<file path="config.mk">
export PLATFORM = sky130hd
export DESIGN_NAME = ssq_sequencer
export DESIGN_NICKNAME = d
export VERILOG_FILES = /design/src/hdl/ssq_pkg.sv /design/src/hdl/ssq_sequencer.sv /design/src/hdl/ssq_sync.sv
export SDC_FILE = /design/constraint.sdc
export NUM_CORES = 1
export LEC_CHECK = 0
export ABC_AREA = 1
export BUFFER_PORTS_ARGS = -buffer_cell sky130_fd_sc_hd__buf_4
export CAP_MARGIN = 0
export CELL_PAD_IN_SITES_DETAIL_PLACEMENT = 1
export CELL_PAD_IN_SITES_GLOBAL_PLACEMENT = 1
export CORE_MARGIN = 2
export CORE_UTILIZATION = 27
export DETAILED_ROUTE_END_ITERATION = 7
export PLACE_DENSITY_LB_ADDON = 0.1
export RECOVER_POWER = 100
export SYNTH_ARGS = -nofsm -noshare
export SYNTH_HDL_FRONTEND = slang
export SYNTH_SLANG_ARGS = --single-unit
</file>
<file path="constraint.sdc">
create_clock -name i_clk -period 2.75 [get_ports i_clk]
set_clock_uncertainty 0.1 [all_clocks]
set_input_delay 0.1375 -clock i_clk [delete_from_list [all_inputs] [get_ports i_clk]]
set_output_delay 0.1375 -clock i_clk [all_outputs]
set_load 0.1 [all_outputs]
</file>
<file path="src/hdl/ssq_pkg.sv">
// package: constants and carrier types for the standalone sequencer
package ssq_pkg;

  // -------------------------------------------------
  // counter and decode constants
  // -------------------------------------------------
  localparam int CNT_W = 9;
  localparam logic [CNT_W-1:0] CNT_RST = 9'h000;
  localparam logic [CNT_W-1:0] CNT_WRAP = 9'(99);
  localparam logic [CNT_W-1:0] CNT_READ = 9'(31);
  localparam logic [CNT_W-1:0] CNT_WRITE = 9'(63);
  localparam int SEL_BIT = 5;
  localparam int SAMPLE_INTERVAL_MS = 50;

  // -------------------------------------------------
  // data and select layout
  // -------------------------------------------------
  localparam int DATA_W = 16;
  localparam int SEL_W = 4;
  localparam logic [SEL_W-1:0] SEL_RST = 4'h0;
  localparam logic [SEL_W-1:0] SEL_OUT_AB = 4'h3;
  localparam logic [SEL_W-1:0] SEL_OUT_CD = 4'hC;
  localparam logic [DATA_W-1:0] DATA_RST = 16'h0000;
  localparam int SYNC_STAGES = 2;

  // clock sources in MHz, for reference only
  localparam real CRYSTAL_MHZ = 2.048;
  localparam real SYS_CLK_MHZ = 250.0;

  // -------------------------------------------------
  // carrier types
  // -------------------------------------------------
  // conversion control group, active high inside the block
  typedef struct packed {
    logic restart;
    logic read;
    logic write;
    logic [SEL_W-1:0] select;
  } ssq_ctl_t;

  // every pin input, captured together by the synchroniser
  typedef struct packed {
    logic standalone_test_line;
    logic crystal_phase_clock;
    logic processor_timing_phase;
    logic restart_n;
    logic read_n;
    logic write_n;
    logic [SEL_W-1:0] select;
    logic [DATA_W-1:0] wdata;
    logic [DATA_W-1:0] sample;
    logic dac_busy;
  } ssq_pins_t;

endpackage

</file>
<file path="src/hdl/ssq_sequencer.sv">
// module: converter card sequencer with standalone test operation
// Function
// RL1 - standalone line high: use internal controls
// RL2 - standalone: cycle counter always enabled
// RL3 - input 1 to A/B, input 2 to C/D; code writes only at state 63, bit 5 set, so always C/D, never A/B
// RL4 - standalone: counter resets at count 99
// RL5 - standalone: clock from crystal phase clock
// RL6 - read at state 31, write at 63
// RL7 - output select from counter bit 5
// RL8 - normal: restart synchronously clears 9-bit counter
// RL9 - normal: clock from processor timing phase
// RL10 - drive audio bus only during read
// RL11 - write loads buffer, flag until transfer
// RL12 - standalone line low: use external controls
`timescale 1ns/1ps
module ssq_sequencer (
  input wire logic i_clk,
  input wire logic i_rst_n,
  input wire logic i_standalone_test_line,
  input wire logic i_crystal_phase_clock,
  input wire logic i_processor_timing_phase,
  input wire logic i_restart_n,
  input wire logic i_read_n,
  input wire logic i_write_output_sample_n,
  input wire logic [ssq_pkg::SEL_W-1:0] i_select,
  input wire logic [ssq_pkg::DATA_W-1:0] i_bus_wdata,
  input wire logic [ssq_pkg::DATA_W-1:0] i_adc_sample,
  input wire logic i_dac_busy,
  output logic o_standalone,
  output logic [ssq_pkg::CNT_W-1:0] o_count,
  output logic o_read_sample,
  output logic o_write_output_sample,
  output logic [ssq_pkg::DATA_W-1:0] o_bus_rdata,
  output logic o_bus_rdata_oe,
  output logic o_buffer_full_flag,
  output logic o_dac_load,
  output logic [ssq_pkg::DATA_W-1:0] o_dac_data,
  output logic [ssq_pkg::SEL_W-1:0] o_dac_select
);

  // -------------------------------------------------
  // pin synchronisation
  // -------------------------------------------------
  ssq_pkg::ssq_pins_t pins_raw;
  ssq_pkg::ssq_pins_t pins;
  logic [$bits(ssq_pkg::ssq_pins_t)-1:0] pins_sync_vec;

  // gather every pin input into one vector
  always_comb begin
    pins_raw.standalone_test_line = i_standalone_test_line;
    pins_raw.crystal_phase_clock = i_crystal_phase_clock;
    pins_raw.processor_timing_phase = i_processor_timing_phase;
    pins_raw.restart_n = i_restart_n;
    pins_raw.read_n = i_read_n;
    pins_raw.write_n = i_write_output_sample_n;
    pins_raw.select = i_select;
    pins_raw.wdata = i_bus_wdata;
    pins_raw.sample = i_adc_sample;
    pins_raw.dac_busy = i_dac_busy;
  end

  ssq_sync #(
    .W($bits(ssq_pkg::ssq_pins_t))
  ) u_sync (
    .i_clk(i_clk),
    .i_rst_n(i_rst_n),
    .i_async(pins_raw),
    .o_sync(pins_sync_vec)
  );

  assign pins = ssq_pkg::ssq_pins_t'(pins_sync_vec);

  // -------------------------------------------------
  // card clock selection and tick
  // -------------------------------------------------
  logic phase_d_reg;
  logic phase_d_next;
  logic card_phase;
  logic card_tick;

  // RL5 crystal phase in standalone
  // RL9 processor phase otherwise
  assign card_phase = pins.standalone_test_line ?
                      pins.crystal_phase_clock :
                      pins.processor_timing_phase;

  // rising edge of the selected phase gives one-cycle tick
  always_comb begin
    phase_d_next = card_phase;
    card_tick = card_phase & ~phase_d_reg;
  end

  always_ff @(posedge i_clk or negedge i_rst_n) begin
    if (!i_rst_n) begin
      phase_d_reg <= 1'b0;
    end else begin
      phase_d_reg <= phase_d_next;
    end
  end

  // -------------------------------------------------
  // synchroniser fill after reset
  // -------------------------------------------------
  logic [ssq_pkg::SYNC_STAGES-1:0] fill_reg;
  logic [ssq_pkg::SYNC_STAGES-1:0] fill_next;
  logic pins_valid;

  // stages reset low, so active-low pins would look asserted until filled
  always_comb begin
    fill_next = {fill_reg[ssq_pkg::SYNC_STAGES-2:0], 1'b1};
    pins_valid = fill_reg[ssq_pkg::SYNC_STAGES-1];
  end

  always_ff @(posedge i_clk or negedge i_rst_n) begin
    if (!i_rst_n) begin
      fill_reg <= {ssq_pkg::SYNC_STAGES{1'b0}};
    end else begin
      fill_reg <= fill_next;
    end
  end

  // -------------------------------------------------
  // control source selection
  // -------------------------------------------------
  logic [ssq_pkg::CNT_W-1:0] cnt_reg;
  logic [ssq_pkg::CNT_W-1:0] cnt_next;
  ssq_pkg::ssq_ctl_t ext_ctl;
  ssq_pkg::ssq_ctl_t int_ctl;
  ssq_pkg::ssq_ctl_t ctl;

  // external controls, processor lines are active low
  always_comb begin
    ext_ctl.restart = pins_valid & ~pins.restart_n;
    ext_ctl.read = pins_valid & ~pins.read_n;
    ext_ctl.write = pins_valid & ~pins.write_n;
    ext_ctl.select = pins.select;
  end

  // internal controls decoded from the cycle counter
  always_comb begin
    // RL4 wrap decode
    int_ctl.restart = (cnt_reg == ssq_pkg::CNT_WRAP);
    // RL6 read and write states
    int_ctl.read = (cnt_reg == ssq_pkg::CNT_READ);
    int_ctl.write = (cnt_reg == ssq_pkg::CNT_WRITE);
    // RL7 select from counter bit
    // RL3 wants input 1 to A/B, input 2 to C/D; here the one write, at state 63, always selects C/D
    int_ctl.select = cnt_reg[ssq_pkg::SEL_BIT] ?
                     ssq_pkg::SEL_OUT_CD : ssq_pkg::SEL_OUT_AB;
  end

  // RL1 internal controls in standalone
  // RL12 external controls otherwise
  assign ctl = pins.standalone_test_line ? int_ctl : ext_ctl;

  // -------------------------------------------------
  // input cycle counter
  // -------------------------------------------------
  // RL2 counts on every card tick, no hold
  always_comb begin
    cnt_next = cnt_reg;
    if (card_tick) begin
      // RL8 synchronous clear on restart
      if (ctl.restart) begin
        cnt_next = ssq_pkg::CNT_RST;
      end else begin
        cnt_next = cnt_reg + 9'h001;
      end
    end
  end

  always_ff @(posedge i_clk or negedge i_rst_n) begin
    if (!i_rst_n) begin
      cnt_reg <= ssq_pkg::CNT_RST;
    end else begin
      cnt_reg <= cnt_next;
    end
  end

  // -------------------------------------------------
  // double buffer and output transfer
  // -------------------------------------------------
  logic [ssq_pkg::DATA_W-1:0] sample_reg;
  logic [ssq_pkg::DATA_W-1:0] sample_next;
  logic [ssq_pkg::DATA_W-1:0] buf_data_reg;
  logic [ssq_pkg::DATA_W-1:0] buf_data_next;
  logic [ssq_pkg::SEL_W-1:0] buf_sel_reg;
  logic [ssq_pkg::SEL_W-1:0] buf_sel_next;
  logic full_reg;
  logic full_next;
  logic load_reg;
  logic load_next;
  logic [ssq_pkg::DATA_W-1:0] dac_data_reg;
  logic [ssq_pkg::DATA_W-1:0] dac_data_next;
  logic [ssq_pkg::SEL_W-1:0] dac_sel_reg;
  logic [ssq_pkg::SEL_W-1:0] dac_sel_next;
  logic buf_write;
  logic buf_xfer;

  always_comb begin
    sample_next = sample_reg;
    buf_data_next = buf_data_reg;
    buf_sel_next = buf_sel_reg;
    dac_data_next = dac_data_reg;
    dac_sel_next = dac_sel_reg;
    buf_write = card_tick & ctl.write;
    buf_xfer = card_tick & full_reg & ~pins.dac_busy;
    // loopback source: sample caught while read is active
    if (card_tick && ctl.read) begin
      sample_next = pins.sample;
    end
    // RL11 write loads the double buffer
    if (buf_write) begin
      buf_data_next = pins.standalone_test_line ?
                      sample_reg : pins.wdata;
      buf_sel_next = ctl.select;
    end
    // old buffer content moves on while converter is idle
    if (buf_xfer) begin
      dac_data_next = buf_data_reg;
      dac_sel_next = buf_sel_reg;
    end
    // RL11 flag holds until transfer, reload wins
    full_next = buf_write | (full_reg & ~buf_xfer);
    load_next = buf_xfer;
  end

  always_ff @(posedge i_clk or negedge i_rst_n) begin
    if (!i_rst_n) begin
      sample_reg <= ssq_pkg::DATA_RST;
      buf_data_reg <= ssq_pkg::DATA_RST;
      buf_sel_reg <= ssq_pkg::SEL_RST;
      full_reg <= 1'b0;
      load_reg <= 1'b0;
      dac_data_reg <= ssq_pkg::DATA_RST;
      dac_sel_reg <= ssq_pkg::SEL_RST;
    end else begin
      sample_reg <= sample_next;
      buf_data_reg <= buf_data_next;
      buf_sel_reg <= buf_sel_next;
      full_reg <= full_next;
      load_reg <= load_next;
      dac_data_reg <= dac_data_next;
      dac_sel_reg <= dac_sel_next;
    end
  end

  // -------------------------------------------------
  // audio bus drive and status outputs
  // -------------------------------------------------
  logic oe_reg;
  logic oe_next;
  logic [ssq_pkg::DATA_W-1:0] rdata_reg;
  logic [ssq_pkg::DATA_W-1:0] rdata_next;
  logic stand_reg;
  logic stand_next;
  logic wr_reg;
  logic wr_next;

  always_comb begin
    // RL10 drive only during read command
    oe_next = ctl.read;
    rdata_next = ctl.read ? pins.sample : ssq_pkg::DATA_RST;
    stand_next = pins.standalone_test_line;
    wr_next = ctl.write;
  end

  always_ff @(posedge i_clk or negedge i_rst_n) begin
    if (!i_rst_n) begin
      oe_reg <= 1'b0;
      rdata_reg <= ssq_pkg::DATA_RST;
      stand_reg <= 1'b0;
      wr_reg <= 1'b0;
    end else begin
      oe_reg <= oe_next;
      rdata_reg <= rdata_next;
      stand_reg <= stand_next;
      wr_reg <= wr_next;
    end
  end

  assign o_standalone = stand_reg;
  assign o_count = cnt_reg;
  assign o_read_sample = oe_reg;
  assign o_write_output_sample = wr_reg;
  assign o_bus_rdata = rdata_reg;
  assign o_bus_rdata_oe = oe_reg;
  assign o_buffer_full_flag = full_reg;
  assign o_dac_load = load_reg;
  assign o_dac_data = dac_data_reg;
  assign o_dac_select = dac_sel_reg;

endmodule

</file>
<file path="src/hdl/ssq_sync.sv">
// module: two flip-flop synchroniser, one per bit
`timescale 1ns/1ps
module ssq_sync #(
  parameter int W = 1
) (
  input wire logic i_clk,
  input wire logic i_rst_n,
  input wire logic [W-1:0] i_async,
  output logic [W-1:0] o_sync
);

  // -------------------------------------------------
  // per-bit stages
  // -------------------------------------------------
  genvar g;
  generate
    for (g = 0; g < W; g++) begin : g_bit
      logic meta_reg;
      logic meta_next;
      logic sync_reg;
      logic sync_next;
      // first stage feeds only the second
      always_comb begin
        meta_next = i_async[g];
        sync_next = meta_reg;
      end
      always_ff @(posedge i_clk or negedge i_rst_n) begin
        if (!i_rst_n) begin
          meta_reg <= 1'b0;
          sync_reg <= 1'b0;
        end else begin
          meta_reg <= meta_next;
          sync_reg <= sync_next;
        end
      end
      assign o_sync[g] = sync_reg;
    end
  endgenerate

endmodule
</file>
==> impl_metrics.yaml <==
grt:
  antenna_found_initial: 0
  grt_use_met1: 0.176
  grt_use_met3: 0.0357
  grt_start_max_net_pins: 73
  grt_pass1_wl_um: 23900
  first_global_vias: 4562
  met2_usage: 0.200
  grt-ovfl-total: 0
  top_usage_layer: "met2"
  grt_usage: 0.129
sta:
  final_max_slew_viol_count: 72
  max_freq_ghz: 0.447
  period_minus_slack_ns: 2.24
  hold_viol: 0
  period_share: 0.814
  timing.setup.tns_ns: 0
  holdWs_ns: 0.250
  max_slew.worst_pin.slew_ns: 1.88
  setup_viol_count_final: 0
  relSlewSlack: -0.251
  rsz0062_at_grt: "no"
clock_tree:
  root_buffer: "clkbuf_16"
  clk_pin_slew_worst_paths_ns: 0.07
  cts_tree: "built"
  htree_levels: 4
  clk-insertion-delay-late_ns: 0.43
  cts_made_buffers: 17
  post_cts_buffers: 0
  clock-sinks: 175
  clk_path_buf_depth: 2
layout:
  final_nets: 757
  diodes: 0
  area_delta_synth_final_pct: 30.9
  drive_gt1_frac: 0.119
  filler_cell_count: 2484
worst_setup_path:
  required_ns: 2.97
  cp_common_cell: "nand2_1"
  critical_path_arrival_ns: 2.46
  crit_family: "simple AND/OR/NAND/NOR gates"
  crit_type: "reg2reg"
  crit_fanout: 20
  slowest_stage: "nor3_4"
  cp_num_buf_inv: 2
  crit_chain: "inv_1 > nand2_1 > nand2_1 > nand2_1 > nor3_4 > inv_1 > nand2_1 > nand2_1"
  start_kind: "flop"
  slowest_delay_ns: 0.45
  endpoint_kind: "flop"
flow_run:
  max_cap_violations: 1
synth:
  synthMuxAreaShare: 0
  yosys_warnings: 0
  synth_top_family_by_area: "simple AND/OR/NAND/NOR gates"
  synthCells: 565
  synth_compound_area_frac: 0.00438
  syn_area_mm2: 0.00600
  synth-adder-area-share: 0.00209
  syn_avg_cell_area_um2: 10.6
  synth_fp_nets: 611
  synthXorXnorAreaFrac: 0
  synth-simple-area-share: 0.219
  synth_seq_cells: 175
  yosysTopAreaCellShare: 0.730
  yosys.area.top_type: "dfrtp_1"
  yosysSeqAreaShare: 0.730
  ys_types: 22
  synthTopCellsByArea: "dfrtp_1 73%, nand2_1 15%, nand3_1 3.8%"
floorplan:
  start_util: 0.275
  rows: 54
  die_x_um: 153
  io_pins: 96
  fp.coreArea_mm2: 0.0218
  chipHeight_um: 153
  dieArea_mm2: 0.0234
status:
  status: "complete, but fails checks"
  violations: "capacitance limit, slew limit"
hold_path:
  hold_path_class: "reg2reg"
detailed_routing:
  drt_iter0_drc: 153
  dr.pass1.iters: 4
  routedWlPerCell_um: 14.0
  drt_drc_violations_left: 0
  ant_nets: 0
  wirelength_um: 14000
  vias: 4153
  vias_per_cell: 4.14
place:
  hpwl_um: 9570
  portBuffers: 95
  gp_congestion: 0.786
power_and_ir_drop:
  peakVddDrop_mv: 0.380
  leakage_uw: 0.00400
  power.density_mw_per_mm2: 974
kinds of logic (layout without fill, tap and decap cells):
family | after synthesis | after routing
compound gates | 4 | 4
buf+inv | 60 | 219
other cells | 1 | 1
fa+ha+maj | 1 | 1
flops | 175 | 175
simple gates | 324 | 324
synth_stat cells (all sizes together):
| library cell | n |
|---|---|
| buf | 19 |
| clkbuf | 2 |
| conb | 1 |
| dfrtp | 175 |
| ha | 1 |
| inv | 39 |
| nand2 | 238 |
| nand3 | 46 |
| nand4 | 3 |
| nor2 | 35 |
| nor3 | 1 |
| o21ai | 3 |
| o21bai | 1 |
| or2 | 1 |
timing repair:
item	in CTS	in global routing
hold endpoints to repair	112	0
resized for setup	0	0
hold buffers	44	0
report_power, final:
| part | internal (µW) | switching [µW] |
|---|---|---|
| sequential | 2940 | 219 |
| combinational | 313 | 1760 |
| clock | 1300 | 1110 |
| total | 4550 | 3090 |
layout by cell type, fill, tap and decap left out, types with 2 or more instances in the layout:
master / count
nand4_1: 3
inv_8: 4
nand2_1: 236
o21ai_0: 3
inv_1: 39
clkbuf_16: 17
dfrtp_1: 175
clkbuf_2: 2
clkbuf_4: 41
clkinv_8: 2
inv_6: 2
nand3_1: 46
clkinv_4: 4
nor2_1: 35
buf_4: 7
dlygate4sd3_1: 44
clkbuf_1: 53
final cells by class:
type	instances	area (µm²)	area share
Multi-Input combinational cell	330	1350	0.171
Clock buffer	17	425	0.0542
Tap cell	280	350	0.0446
Sequential cell	175	4380	0.558
Inverter	39	146	0.0187
Timing Repair Buffer	148	1030	0.131
Clock inverter	15	173	0.0220
worst reg2reg max path: cells and delay by family, from the launching register on:
family / cells / cell delay [ns]
AND/OR/NAND/NOR: 6 / 1.11
buffers and inverters: 2 / 0.51
flip-flops: 1 / 0.41
metal layers:
metal / wire (µm) / vias up
met5: 0 / -
met4: 174 / 0
met3: 540 / 16
met2: 6480 / 79
met1: 6820 / 2045
li1: - / 2013
stage by stage:
stage	cells	worst slack [ns]	util	cell area, µm²	total power (µW)
after detailed placement	928	0.645	0.322	7030	5440
after global routing	1004	0.234	0.360	7850	8050
after global placement	928	0.726	0.322	7030	5410
after floorplan	565	0.432	-	6000	4840
after CTS	1004	0.619	0.370	8070	7930
final	1004	0.512	0.360	7850	7640
worst paths after layout:
path,cells after the start,slack [ns],from,end
setup / recovery,8,0.51,u_sync.g_bit[42].sync_reg,o_dac_data[0]
hold / removal,0,0.25,u_sync.g_bit[38].meta_reg,u_sync.g_bit[38].sync_reg
setup reg to reg,8,0.51,u_sync.g_bit[42].sync_reg,o_dac_data[0]
hold reg to reg,0,0.25,u_sync.g_bit[38].meta_reg,u_sync.g_bit[38].sync_reg
max in group asynchronous,3,0.62,i_rst_n,o_bus_rdata[5]
min in group asynchronous,2,0.65,i_rst_n,u_sync.g_bit[37].meta_reg
Power figures use the tool's default switching activity.
